**config.mk**
```make
export PLATFORM = sky130hd
export DESIGN_NAME = hwm_regbank
export DESIGN_NICKNAME = d
export VERILOG_FILES = /design/src/hw/hwm_pkg.sv /design/src/hw/hwm_regbank.sv
export VERILOG_INCLUDE_DIRS = /design/src /design/src/hw
export SDC_FILE = /design/constraint.sdc
export NUM_CORES = 1
export LEC_CHECK = 0
export BUFFER_PORTS_ARGS = -buffer_cell sky130_fd_sc_hd__buf_2
export CAP_MARGIN = 0
export CORE_AREA = 4 4 196 198
export DETAILED_ROUTE_END_ITERATION = 8
export DIE_AREA = 0 0 200 202
export PLACE_DENSITY = 0.87
export SYNTH_ARGS = -nofsm -noshare
export SYNTH_HDL_FRONTEND = slang
export SYNTH_SLANG_ARGS = --single-unit
```
**constraint.sdc**
```tcl
create_clock -name ref_clk -period 5.7 [get_ports ref_clk]
set_input_delay 1.14 -clock ref_clk [delete_from_list [all_inputs] [get_ports ref_clk]]
set_output_delay 1.14 -clock ref_clk [all_outputs]
set_load 0.1 [all_outputs]
```
**src/hw/hwm_regs.svh**
```systemverilog
`ifndef HWM_REGS_SVH
`define HWM_REGS_SVH
// Index map of the register page
`define HWM_IDX_CFG   7'h40
`define HWM_IDX_ST1   7'h41
`define HWM_IDX_ST2   7'h42
`define HWM_IDX_MSK1  7'h43
`define HWM_IDX_MSK2  7'h44
`define HWM_IDX_ICLR  7'h46
`define HWM_IDX_FDIV  7'h47
`define HWM_IDX_DEVID 7'h49
`define HWM_IDX_PINC  7'h4b
`define HWM_IDX_ALIAS 7'h60
`define HWM_IDX_TOP   7'h7f
// Reset values and the valid status bit mask
`define HWM_CFG_RST   8'h01
`define HWM_PINC_RST  8'h44
`define HWM_FDIV_RST  4'h5
`define HWM_ST_VALID  16'h17fd
// Arbitrary identification value
`define HWM_DEV_ID    7'h2a
// Configuration and clear bits
`define HWM_CFG_START 0
`define HWM_CFG_IRQEN 1
`define HWM_CFG_HALT  3
`define HWM_CFG_DFLT  7
`define HWM_ICLR_BIT  7
// Value RAM offsets
`define HWM_R_VCORE   5'h00
`define HWM_R_V33     5'h02
`define HWM_R_V5      5'h03
`define HWM_R_V12     5'h04
`define HWM_R_VN12    5'h05
`define HWM_R_VN5     5'h06
`define HWM_R_TEMP1   5'h07
`define HWM_R_FIRST_TACH    5'h08
`define HWM_R_SECOND_TACH    5'h09
`define HWM_R_VC_HI   5'h0b
`define HWM_R_VC_LO   5'h0c
`define HWM_R_V33_HI  5'h0f
`define HWM_R_V5_HI   5'h11
`define HWM_R_V12_HI  5'h13
`define HWM_R_VN12_HI 5'h15
`define HWM_R_VN5_HI  5'h17
`define HWM_R_T1_HI   5'h19
`define HWM_R_F1_LIM  5'h1b
`define HWM_R_F2_LIM  5'h1c
// Status bit positions, second register at 8 and up
`define HWM_SB_VCORE  4'd0
`define HWM_SB_V33    4'd2
`define HWM_SB_V5     4'd3
`define HWM_SB_T1     4'd4
`define HWM_SB_T2     5
`define HWM_SB_FIRST_TACH   4'd6
`define HWM_SB_SECOND_TACH   4'd7
`define HWM_SB_V12    4'd8
`define HWM_SB_VN12   4'd9
`define HWM_SB_VN5    4'd10
`define HWM_SB_INTR   12
// Core limit margin, 0.2 V in reading steps
`define HWM_VC_MARGIN 8'h0d
`endif

```
**src/hw/hwm_pkg.sv**
```systemverilog
package hwm_pkg;
  typedef struct packed {
    logic       sel;
    logic       wr;
    logic       rd;
    logic [7:0] wdata;
  } hwm_host_s;
  typedef struct packed {
    logic       valid;
    logic [4:0] chan;
    logic [7:0] value;
  } hwm_conv_s;
  typedef struct packed {
    logic       vld;
    logic       has_lo;
    logic       sgn;
    logic [4:0] hi;
    logic [3:0] sbit;
  } hwm_lim_s;
endpackage

```
**src/hw/hwm_regbank.sv**
```systemverilog
`timescale 1ns/1ps
`include "hwm_regs.svh"

module hwm_regbank
  import hwm_pkg::*;
(
  input  wire logic      ref_clk,
  input  wire logic      sys_rst,
  input  wire hwm_host_s host_req,
  output logic [7:0]     host_rdata,
  input  wire hwm_conv_s conv,
  input  wire logic      temp_two_over,
  input  wire logic      intrusion_pin,
  input  wire logic [4:0] voltage_ident_straps,
  output logic           mgmt_interrupt_out,
  output logic           monitor_run,
  output logic [1:0]     adc_clk_sel,
  output logic           first_tach_divisor_lo,
  output logic           first_tach_divisor_hi,
  output logic           second_tach_divisor_lo,
  output logic           second_tach_divisor_hi
);

  // ****************************************
  // Limit lookup
  // ****************************************
  function automatic hwm_lim_s lim_map(input logic [4:0] ch);
    hwm_lim_s m;
    m = '0;
    m.vld = 1'b1;
    m.has_lo = 1'b1;
    unique case (ch)
      `HWM_R_VCORE: begin m.hi = `HWM_R_VC_HI;   m.sbit = `HWM_SB_VCORE; end
      `HWM_R_V33:   begin m.hi = `HWM_R_V33_HI;  m.sbit = `HWM_SB_V33;   end
      `HWM_R_V5:    begin m.hi = `HWM_R_V5_HI;   m.sbit = `HWM_SB_V5;    end
      `HWM_R_V12:   begin m.hi = `HWM_R_V12_HI;  m.sbit = `HWM_SB_V12;   end
      `HWM_R_VN12:  begin m.hi = `HWM_R_VN12_HI; m.sbit = `HWM_SB_VN12;  end
      `HWM_R_VN5:   begin m.hi = `HWM_R_VN5_HI;  m.sbit = `HWM_SB_VN5;   end
      `HWM_R_TEMP1: begin
        m.hi = `HWM_R_T1_HI;
        m.sbit = `HWM_SB_T1;
        m.has_lo = 1'b0;
        m.sgn = 1'b1;
      end
      `HWM_R_FIRST_TACH: begin
        m.hi = `HWM_R_F1_LIM;
        m.sbit = `HWM_SB_FIRST_TACH;
        m.has_lo = 1'b0;
      end
      `HWM_R_SECOND_TACH: begin
        m.hi = `HWM_R_F2_LIM;
        m.sbit = `HWM_SB_SECOND_TACH;
        m.has_lo = 1'b0;
      end
      default: m.vld = 1'b0;
    endcase
    return m;
  endfunction

  // ****************************************
  // Pin synchronisers
  // ****************************************
  logic       intr_s1, intr_s2, intr_s3;
  logic [4:0] vid_s1, vid_s2;
  logic       vid4_cap;
  always_ff @(posedge ref_clk) begin
    intr_s1 <= intrusion_pin;
    intr_s2 <= intr_s1;
    intr_s3 <= intr_s2;
    vid_s1  <= voltage_ident_straps;
    vid_s2  <= vid_s1;
  end

  // Strap caught while reset is held, kept afterwards
  always_ff @(posedge ref_clk) begin
    if (sys_rst) begin
      vid4_cap <= vid_s2[4];
    end
  end

  // ****************************************
  // Host access decode
  // ****************************************
  logic [6:0] ptr;
  logic [6:0] next_ptr;
  logic       busy;
  logic       idx_wr, dacc, dwr, drd, dflt;
  logic       in_ram;
  logic [4:0] ram_idx;
  assign idx_wr  = !host_req.sel && host_req.wr;
  assign dwr     = host_req.sel && host_req.wr;
  assign drd     = host_req.sel && host_req.rd;
  assign dacc    = dwr || drd;
  // Both 20h-3Fh and 60h-7Fh have bit 5 set
  assign in_ram  = ptr[5];
  assign ram_idx = ptr[4:0];
  assign dflt    = dwr && ptr == `HWM_IDX_CFG &&
                   host_req.wdata[`HWM_CFG_DFLT];
  always_comb begin
    next_ptr = ptr;
    if (ptr >= `HWM_IDX_ALIAS && ptr != `HWM_IDX_TOP) begin
      next_ptr = ptr + 7'h01;
    end else if (ptr == `HWM_IDX_ST1 || ptr == `HWM_IDX_MSK1) begin
      next_ptr = ptr + 7'h01;
    end
  end

  always_ff @(posedge ref_clk) begin
    if (sys_rst) begin
      ptr  <= 7'h00;
      busy <= 1'b0;
    end else if (idx_wr) begin
      ptr  <= host_req.wdata[6:0];
      busy <= 1'b1;
    end else if (dacc) begin
      ptr  <= next_ptr;
      busy <= 1'b0;
    end
  end

  // ****************************************
  // Control registers
  // ****************************************
  logic [7:0] cfg, msk1, msk2, pinc;
  logic [3:0] fdiv;
  logic       iclr;
  // Bit 7 is never stored, so it always reads back zero
  always_ff @(posedge ref_clk) begin
    if (sys_rst || dflt) begin
      cfg <= `HWM_CFG_RST;
    end else if (dwr && ptr == `HWM_IDX_CFG) begin
      cfg <= {1'b0, host_req.wdata[6:0]};
    end
  end

  always_ff @(posedge ref_clk) begin
    if (sys_rst || dflt) begin
      msk1 <= 8'h00;
      msk2 <= 8'h00;
    end else if (dwr && ptr == `HWM_IDX_MSK1) begin
      msk1 <= host_req.wdata;
    end else if (dwr && ptr == `HWM_IDX_MSK2) begin
      msk2 <= host_req.wdata;
    end
  end

  always_ff @(posedge ref_clk) begin
    if (sys_rst || dflt) begin
      fdiv <= `HWM_FDIV_RST;
      pinc <= `HWM_PINC_RST;
    end else if (dwr && ptr == `HWM_IDX_FDIV) begin
      fdiv <= host_req.wdata[7:4];
    end else if (dwr && ptr == `HWM_IDX_PINC) begin
      pinc <= host_req.wdata;
    end
  end

  // Held one cycle, then drops by itself
  always_ff @(posedge ref_clk) begin
    if (sys_rst || dflt) begin
      iclr <= 1'b0;
    end else begin
      iclr <= dwr && ptr == `HWM_IDX_ICLR &&
              host_req.wdata[`HWM_ICLR_BIT];
    end
  end

  assign monitor_run = cfg[`HWM_CFG_START] && !cfg[`HWM_CFG_HALT];
  assign adc_clk_sel = pinc[5:4];
  assign {second_tach_divisor_hi, second_tach_divisor_lo,
          first_tach_divisor_hi, first_tach_divisor_lo} = fdiv;

  // ****************************************
  // Value RAM
  // ****************************************
  logic [7:0] ram [32];
  logic       vc_init;
  logic       cv;
  logic [8:0] vc_sum;
  logic [7:0] vc_hi, vc_lo;
  // Conversions are dropped in standby or halt
  assign cv     = conv.valid && monitor_run;
  assign vc_sum = {1'b0, conv.value} + {1'b0, `HWM_VC_MARGIN};
  assign vc_hi  = vc_sum[8] ? 8'hff : vc_sum[7:0];
  assign vc_lo  = (conv.value < `HWM_VC_MARGIN) ? 8'h00 :
                  conv.value - `HWM_VC_MARGIN;
  // First core reading after reset seeds its own limits
  always_ff @(posedge ref_clk) begin
    if (sys_rst || dflt) begin
      vc_init <= 1'b1;
    end else if ((cv && conv.chan == `HWM_R_VCORE) ||
                 (dwr && in_ram && (ram_idx == `HWM_R_VC_HI ||
                                    ram_idx == `HWM_R_VC_LO))) begin
      vc_init <= 1'b0;
    end
  end

  // Host write wins over a conversion to the same cell
  for (genvar i = 0; i < 32; i++) begin : g_ram
    always_ff @(posedge ref_clk) begin
      if (sys_rst) begin
        ram[i] <= 8'h00;
      end else if (dwr && in_ram && ram_idx == 5'(i)) begin
        ram[i] <= host_req.wdata;
      end else if (cv && conv.chan == 5'(i)) begin
        ram[i] <= conv.value;
      end else if (cv && vc_init && conv.chan == `HWM_R_VCORE &&
                   5'(i) == `HWM_R_VC_HI) begin
        ram[i] <= vc_hi;
      end else if (cv && vc_init && conv.chan == `HWM_R_VCORE &&
                   5'(i) == `HWM_R_VC_LO) begin
        ram[i] <= vc_lo;
      end
    end
  end

  // ****************************************
  // Limit compare and status
  // ****************************************
  hwm_lim_s   lm;
  logic [7:0] lim_hi, lim_lo;
  logic       over, under;
  logic [15:0] stat, st_set, st_clr;
  assign lm     = lim_map(conv.chan);
  assign lim_hi = ram[lm.hi];
  assign lim_lo = ram[lm.hi + 5'h01];
  // Strict greater-than: full-scale high limits can never trip on unsigned channels; temp 1 compares signed, so FFh there is -1
  always_comb begin
    over  = lm.sgn ? ($signed(conv.value) > $signed(lim_hi)) :
                     (conv.value > lim_hi);
    under = lm.has_lo && conv.value < lim_lo;
    st_set = 16'h0000;
    if (cv && lm.vld && (over || under) &&
        !(vc_init && conv.chan == `HWM_R_VCORE)) begin
      st_set[lm.sbit] = 1'b1;
    end
    st_set[`HWM_SB_T2]   = temp_two_over && monitor_run;
    st_set[`HWM_SB_INTR] = intr_s2 && !intr_s3;
    st_clr = 16'h0000;
    if (drd && ptr == `HWM_IDX_ST1) begin
      st_clr[7:0] = 8'hff;
    end
    if (drd && ptr == `HWM_IDX_ST2) begin
      st_clr[15:8] = 8'hff;
    end
    if (iclr) begin
      st_clr[`HWM_SB_INTR] = 1'b1;
    end
  end

  // Set wins over status-read and clear-bit clears, not over a config write with bit 7 set, the only config write that clears status
  always_ff @(posedge ref_clk) begin
    if (sys_rst || dflt) begin
      stat <= 16'h0000;
    end else begin
      stat <= ((stat & ~st_clr) | st_set) & `HWM_ST_VALID;
    end
  end

  assign mgmt_interrupt_out = cfg[`HWM_CFG_IRQEN] &&
                              !cfg[`HWM_CFG_HALT] &&
                              |(stat & ~{2'b00, msk2[5:0], msk1});

  // ****************************************
  // Read path
  // ****************************************
  logic [7:0] rd_mux;
  always_comb begin
    rd_mux = 8'h00;
    if (!host_req.sel) begin
      rd_mux = {busy, ptr};
    end else if (in_ram) begin
      rd_mux = ram[ram_idx];
    end else begin
      unique case (ptr)
        `HWM_IDX_CFG:   rd_mux = cfg;
        `HWM_IDX_ST1:   rd_mux = stat[7:0];
        `HWM_IDX_ST2:   rd_mux = stat[15:8];
        `HWM_IDX_MSK1:  rd_mux = msk1;
        `HWM_IDX_MSK2:  rd_mux = msk2;
        `HWM_IDX_ICLR:  rd_mux = {iclr, 7'h00};
        `HWM_IDX_FDIV:  rd_mux = {fdiv, vid_s2[3:0]};
        `HWM_IDX_DEVID: rd_mux = {`HWM_DEV_ID, vid4_cap};
        `HWM_IDX_PINC:  rd_mux = pinc;
        default:        rd_mux = 8'h00;
      endcase
    end
  end

  always_ff @(posedge ref_clk) begin
    if (sys_rst) begin
      host_rdata <= 8'h00;
    end else if (host_req.rd) begin
      host_rdata <= rd_mux;
    end
  end
endmodule // hwm_regbank

```
## Word level (Yosys, flattened, before mapping)

Memories as Yosys holds them, arrays and structs flattened. A register that Yosys moved wholly into a read port is not among the register bits.
Cells that the tools add are included.

| storage, ports and cells | value |
|---|---|
| bits of input ports | 34 |
| register bits after elaboration | 78 |
| memories | 1 |
| RAM bits | 256 |
| logic and storage cells | 613 |
| output and inout bits | 16 |

Memories:

| name | depth | width | rd ports | clocked after Yosys merged registers in | wr ports | line | RTL |
|---|---|---|---|---|---|---|---|
| ram | 32 | 8 | 3 | 1 | 32 | hwm_regbank.sv:176 | `logic [7:0] ram [32];` |

| cells by class | value |
|---|---|
| multiplexer cells | 325 |
| eq/ne operators | 72 |
| reductions and logical operators | 114 |
| add/subtract/negate cells | 4 |
| bitwise operators | 73 |
| $lt $le $gt $ge | 7 |

Operators with widths:

| kind | count |
|---|---|
| 8-bit two-way mux | 71 |
| 1-bit two-way mux | 243 |
| 5-bit == test, second input constant | 32 |
| 1-bit logical AND | 94 |
| 9-bit case mux with 9 select lines | 1 |
| 5-bit by 4-bit == test with 1-bit output, second input constant | 16 |
| 8-bit case mux with 9 select lines | 1 |
| 1-bit OR | 66 |
| 7-bit == test, second input constant | 9 |
| 5-bit by 3-bit == test with 1-bit output, second input constant | 8 |
| 7-bit two-way mux | 4 |
| 5-bit by 2-bit == test with 1-bit output, second input constant | 4 |
| 13-bit by 16-bit AND with 16-bit output | 1 |
| 8-bit greater-than comparator | 2 |
| 14-bit NOT with 16-bit output | 1 |
| 16-bit OR reduction | 1 |
| 5-bit two-way mux | 3 |
| 13-bit AND | 1 |
| 13-bit NOT | 1 |
| 13-bit OR | 1 |
| 12-bit two-way mux | 1 |
| 5-bit by 1-bit == test with 1-bit output, second input constant | 2 |
| 5-bit logical NOT | 2 |
| 8-bit by 4-bit adder with 9-bit output, second input constant | 1 |
| other kinds (18) | 29 |

## Logic depth before layout (Yosys ltp)

| logic depth | value |
|---|---|
| depth in word-level cells | 11 |
| gate-level depth with buffers | 26 |
| gate-level depth less buffers | 19 |

## Least setup slack after synthesis

No wires, ideal clock.

| path | value |
|---|---|
| path kind | input-to-reg |
| start point | input conv[11] (netlist name) |
| end point | register stat[0] |
| data arrival time | 5801 ps |
| library setup time | 87 ps |
| stages | 23 |
| buffers on the path | 8 |
| data required time | 5613 ps |
| setup slack | -188 ps |
| cells stage by stage | buf_2 -> o21a_1 -> nor2_1 -> nand2_1 -> inv_2 -> buf_4 -> buf_4 -> buf_2 -> buf_2 -> ha_1 -> buf_2 -> clkbuf_1 -> buf_2 -> mux4_2 -> nand2_1 -> nand3_1 -> nand4_1 -> ha_1 -> a2111oi_0 -> nand3_1 -> nor2_1 -> a41oi_2 -> o31ai_1 |

| on the way | value |
|---|---|
| word-level cells in the longest chain between the ends | 11 |
| elaborated cells between the ends (all ways) | 35 |
| classes of those cells | add/sub (1); order compare (5); eq/ne (8); mux (8); bitwise (1); reduce/logical (11); memory (1) |

Ends and longest elaborated chain:

| item | line | RTL |
|---|---|---|
| from (decl) | hwm_regbank.sv:11 | `input wire hwm_conv_s conv,` |
| 5-bit by 4-bit == test with 1-bit output, or another cell as far along | hwm_regbank.sv:32 | `unique case (ch)` |
| 9-bit case mux with 9 select lines | hwm_regbank.sv:32 |  |
| 5-bit by 1-bit adder with 5-bit output | hwm_regbank.sv:226 | `assign lim_lo = ram[lm.hi + 5'h01];` |
| memory read 32 x 8 bit | - |  |
| 8-bit < comparator | hwm_regbank.sv:231 | `under = lm.has_lo && conv.value < lim_lo;` |
| 1-bit logical AND | hwm_regbank.sv:231 |  |
| 1-bit logical OR | hwm_regbank.sv:233 | `if (cv && lm.vld && (over \|\| under) &&` |
| 1-bit logical AND (2 in a row) | hwm_regbank.sv:233 |  |
| 12-bit two-way mux (*) | hwm_regbank.sv:233 |  |
| 13-bit OR (*) | hwm_regbank.sv:256 | `` stat <= ((stat & ~st_clr) \| st_set) & `HWM_ST_VALID; `` |
| to (signal assigned) | hwm_regbank.sv:256 |  |
| to (decl) | hwm_regbank.sv:223 | `logic [15:0] stat, st_set, st_clr;` |

Mark *: on every way between the ends. The rest lies on a longest branch, timed or not.
A chain may end at the register's enable or synchronous reset.

## Worst setup path after layout

| path | value |
|---|---|
| start point | input conv[11] (netlist name) |
| end point | register stat[3] |

The elaborated chain is that of the path after synthesis.

==> impl_metrics.xml <==
<?xml version="1.0" encoding="UTF-8"?>
<metrics>
  <group name="final_layout">
    <metric name="nFillCells" unit="">2711</metric>
    <metric name="final_layout_size_suffix_gt1_share" unit="%">19.6</metric>
    <metric name="multi_input_gate_area_in_the_final_layout" unit="um^2">10900</metric>
    <metric name="layout.core_utilization" unit="%">62.7</metric>
    <metric name="areaGrowthSynthToFinish" unit="%">8.22</metric>
    <metric name="layout.nets" unit="">1819</metric>
    <metric name="stdcell_area" unit="um^2">22900</metric>
    <metric name="finalNonFillerCells" unit="">2258</metric>
    <metric name="register_area" unit="um^2">9360</metric>
  </group>
  <group name="yosys">
    <metric name="synthArstFlopShare" unit="%">0</metric>
    <metric name="post_synth.cell_area_avg" unit="um^2">11.8</metric>
    <metric name="netlist-cell-type-count" unit="">83</metric>
    <metric name="synth_xor_xnor_area_share" unit="%">0.290</metric>
    <metric name="synth_compound_gate_area_share" unit="%">16.9</metric>
    <metric name="synth.yosys.warnings" unit="">0</metric>
    <metric name="yosys-mux-area-fraction" unit="%">21.0</metric>
    <metric name="flops_latches_synth" unit="">339</metric>
    <metric name="synth.cell_area" unit="um^2">21200</metric>
    <metric name="synth_top_family_by_area" unit="">multiplexers</metric>
    <metric name="yosys.area_share.simple" unit="%">11.9</metric>
    <metric name="syn-instance-count" unit="">1794</metric>
    <metric name="ys_seq_area_share" unit="%">44.2</metric>
    <metric name="synthAdderAreaFrac" unit="%">1.42</metric>
    <metric name="ys_dominant_reg_cell" unit="">sky130_fd_sc_hd__edfxtp_1</metric>
    <metric name="post_synth_net_total" unit="">1852</metric>
    <metric name="synth-edff-count" unit="">257</metric>
  </group>
  <group name="worst_setup_path">
    <metric name="crit_path_max_fanout" unit="">20</metric>
    <metric name="worst-setup-path-type" unit="">primary input to flip-flop</metric>
    <metric name="wp_data_required" unit="ns">6.20</metric>
    <metric name="crit_path_start_kind" unit="">primary input</metric>
    <metric name="end_kind" unit="">flip-flop</metric>
    <metric name="worst_ep_arrival_time" unit="ns">5.45</metric>
  </group>
  <group name="timing">
    <metric name="whs" unit="ns">0.325</metric>
    <metric name="period_share" unit="%">87.0</metric>
    <metric name="grt_setup_unrepaired" unit="">no</metric>
    <metric name="hold_viol_final" unit="">0</metric>
    <metric name="slew-limit-headroom" unit="%">1.42</metric>
    <metric name="final.min_clock_period" unit="ns">4.96</metric>
    <metric name="finClkSkew" unit="ns">0.0436</metric>
    <metric name="final_setup_viols" unit="">0</metric>
    <metric name="worst_pin_slew" unit="ns">1.47</metric>
    <metric name="setup-tns-final" unit="ns">0</metric>
    <metric name="fmax" unit="MHz">202</metric>
    <metric name="maxSlewViolCount" unit="">0</metric>
  </group>
  <group name="routing">
    <metric name="via_per_inst" unit="">7.95</metric>
    <metric name="avgRoutedWirePerCell" unit="um">34.2</metric>
    <metric name="drc_errors" unit="">0</metric>
    <metric name="ant_nets" unit="">0</metric>
    <metric name="vias" unit="">17958</metric>
    <metric name="detail_route.iter0.violations" unit="">3693</metric>
    <metric name="drt_pre_antenna_iters" unit="">6</metric>
    <metric name="routed_wl" unit="mm">77.2</metric>
  </group>
  <group name="global_routing">
    <metric name="gr-usage-met1" unit="%">49.5</metric>
    <metric name="grt_overflow_total" unit="">0</metric>
    <metric name="global_route.usage.total" unit="%">37.7</metric>
    <metric name="grtUsageMet3" unit="%">16.5</metric>
    <metric name="largest_net_degree_at_the_start_of_global_routing" unit="">105</metric>
    <metric name="global_route_wire_length_before_repair" unit="mm">113</metric>
    <metric name="grt_pass1_vias" unit="">17189</metric>
    <metric name="use_met2" unit="%">52.8</metric>
    <metric name="initial_antenna_violation_count" unit="">2</metric>
    <metric name="global_route.peak_usage_layer" unit="">met2</metric>
  </group>
  <group name="power_and_ir_drop">
    <metric name="power_frac_clock" unit="%">38.6</metric>
    <metric name="power.net_switching" unit="uW">1840</metric>
    <metric name="comb_power_share" unit="%">16.5</metric>
    <metric name="pwr_density_cell" unit="nW/um^2">277</metric>
    <metric name="p_seq_share" unit="%">44.9</metric>
    <metric name="switching_share" unit="%">29.0</metric>
    <metric name="static-leakage-power" unit="uW">0.00788</metric>
    <metric name="power.internal" unit="uW">4500</metric>
    <metric name="max-vdd-ir-drop" unit="uV">289</metric>
  </group>
  <group name="clocking">
    <metric name="cts.path.max_buffers" unit="">3</metric>
    <metric name="ctsResizeCount" unit="">0</metric>
    <metric name="clk_transition_reported_paths" unit="ns">0.06</metric>
    <metric name="cts_setup_buffers" unit="">0</metric>
    <metric name="cts_root_buf" unit="">sky130_fd_sc_hd__clkbuf_16</metric>
    <metric name="cts_inserted_buffers" unit="">38</metric>
    <metric name="worstSkewPairLatency" unit="ns">0.60</metric>
    <metric name="cts_tree" unit="">done</metric>
    <metric name="cts_h_tree_depth" unit="">2</metric>
    <metric name="cts-hold-fix-buffers" unit="">0</metric>
    <metric name="tritoncts_num_sinks" unit="">339</metric>
  </group>
  <group name="place">
    <metric name="post-dp-hpwl" unit="mm">52.7</metric>
    <metric name="place.port_buffers" unit="">49</metric>
    <metric name="gp_congestion" unit="">1.06</metric>
    <metric name="placed_cells_incl_taps" unit="">2189</metric>
    <metric name="placed_area" unit="um^2">21700</metric>
  </group>
  <group name="status">
    <metric name="outcome" unit="">finished, violations left</metric>
    <metric name="failed_checks" unit="">capacitance limit</metric>
  </group>
  <group name="floorplanning">
    <metric name="floorplan_die_area" unit="um^2">40400</metric>
    <metric name="die_outline_width" unit="um">200</metric>
    <metric name="pin_count" unit="">50</metric>
    <metric name="floorplan.initialDensity" unit="%">57.9</metric>
    <metric name="std_cell_rows" unit="">70</metric>
    <metric name="floorplan.core_area" unit="um^2">36500</metric>
    <metric name="fp.dieH" unit="um">202</metric>
  </group>
  <group name="min_path">
    <metric name="hp-class" unit="">flip-flop to flip-flop</metric>
  </group>
  <group name="flow_run">
    <metric name="timing.max_cap.violations" unit="">1</metric>
  </group>
</metrics>
-- routing by layer --
layer / share of wire (%) / up-vias
met5: 0.012 / -
met4: 7.3 / 2
met3: 18 / 415
met2: 42 / 1958
met1: 33 / 8491
li1: - / 7092
-- stage by stage --
step	setup slack, ns	total power (uW)
finish	0.740	6330
global route	0.515	6470
CTS	0.874	6280
detailed placement	0.245	3880
global placement	0.348	3860
floorplan	0.00899	3530
-- logic make-up (layout without fill, tap and decap cells) --
family | Yosys count | count (layout)
buffers and inverters | 195 | 190
DFF | 339 | 339
AOI/OAI and AO/OA | 457 | 457
xor gates and xnor gates | 7 | 7
and+or+nand+nor | 534 | 534
muxes | 238 | 238
adders and majority gates | 24 | 24
other | 0 | 1
-- state kept, by name (all words and copies together) (netlist names), 4 cells and up, named ones only --
register and cells:
ram 256, stat 11, host_rdata 8, msk1 8, msk2 8, pinc 8, cfg 7, ptr 7
vid_s1 5, vid_s2 5, fdiv 4
-- cells in the final DEF (no fill, tap or decap), types with 38 or more instances in the layout --
master                        n
sky130_fd_sc_hd__a22o_1     232
sky130_fd_sc_hd__a21oi_1     47
sky130_fd_sc_hd__nand3_1     52
sky130_fd_sc_hd__edfxtp_1   257
sky130_fd_sc_hd__nand2_1    150
sky130_fd_sc_hd__mux4_2     149
sky130_fd_sc_hd__nor2_1     183
sky130_fd_sc_hd__buf_4       43
sky130_fd_sc_hd__mux2i_1     69
sky130_fd_sc_hd__buf_2       49
sky130_fd_sc_hd__clkbuf_16   38
sky130_fd_sc_hd__dfxtp_1     80
-- power by group through the flow --
stage	registers, uW	logic [uW]	clock network, uW
2_1_floorplan	2850	676	0
3_3_place_gp	2880	979	0
3_5_place_dp	2890	987	0
4_1_cts	2840	995	2440
5_1_grt	2850	1070	2550
6_report	2850	1040	2440
-- final cells by class --
| cell class | count | share of cell area [%] |
|---|---|---|
| Multi-Input combinational cell | 1260 | 47.8 |
| Sequential cell | 339 | 40.9 |
| Clock buffer | 47 | 4.39 |
| Timing Repair Buffer | 98 | 3.01 |
| Tap cell | 468 | 2.56 |
| Clock inverter | 21 | 0.885 |
| Inverter | 24 | 0.404 |
| Antenna cell | 1 | 0.0109 |
-- final timing paths --
kind	startpoint	endpoint	slack (ns)	cells after the start
setup reg to reg	ptr[5]$_SDFFE_PP0P_	ram[11][2]$_DFFE_PP_	2.15	7
hold / removal	intr_s1$_DFF_P_	intr_s2$_DFF_P_	0.33	0
hold reg to reg	intr_s1$_DFF_P_	intr_s2$_DFF_P_	0.33	0
setup / recovery	conv[11]	stat[3]$_SDFF_PP0_	0.74	19
-- cell usage after synthesis (30+ instances only) --
| master | number | area share, % |
|---|---|---|
| sky130_fd_sc_hd__nor3_1 | 30 | 0.71 |
| sky130_fd_sc_hd__clkbuf_1 | 99 | 1.8 |
| sky130_fd_sc_hd__nand2_1 | 150 | 2.7 |
| sky130_fd_sc_hd__a22o_1 | 232 | 9.6 |
| sky130_fd_sc_hd__a22oi_1 | 30 | 1.1 |
| sky130_fd_sc_hd__nor2_1 | 183 | 3.2 |
| sky130_fd_sc_hd__a21oi_1 | 47 | 1.1 |
| sky130_fd_sc_hd__buf_2 | 38 | 0.90 |
| sky130_fd_sc_hd__nand3_1 | 52 | 1.2 |
| sky130_fd_sc_hd__o21ai_0 | 39 | 0.92 |
| sky130_fd_sc_hd__mux2i_1 | 69 | 3.3 |
| sky130_fd_sc_hd__mux4_2 | 149 | 16 |
| sky130_fd_sc_hd__edfxtp_1 | 257 | 36 |
| sky130_fd_sc_hd__dfxtp_1 | 82 | 7.8 |
-- worst max-delay path: stages --
cell,delay (ns)
sky130_fd_sc_hd__buf_2,0.31
sky130_fd_sc_hd__o21a_1,0.28
sky130_fd_sc_hd__nor2_1,0.10
sky130_fd_sc_hd__nand2_1,0.14
sky130_fd_sc_hd__inv_4,0.06
sky130_fd_sc_hd__ha_4,0.48
sky130_fd_sc_hd__buf_4,0.36
sky130_fd_sc_hd__mux4_2,0.56
sky130_fd_sc_hd__nand2_1,0.09
sky130_fd_sc_hd__nand3_1,0.18
sky130_fd_sc_hd__nand4_1,0.19
sky130_fd_sc_hd__ha_1,0.25
sky130_fd_sc_hd__o21ai_0,0.14
sky130_fd_sc_hd__nand2b_1,0.07
sky130_fd_sc_hd__a21oi_1,0.16
sky130_fd_sc_hd__o211ai_1,0.13
sky130_fd_sc_hd__a21oi_1,0.29
sky130_fd_sc_hd__a41oi_2,0.17
sky130_fd_sc_hd__o31ai_1,0.33
Power figures use the tool's default switching activity.
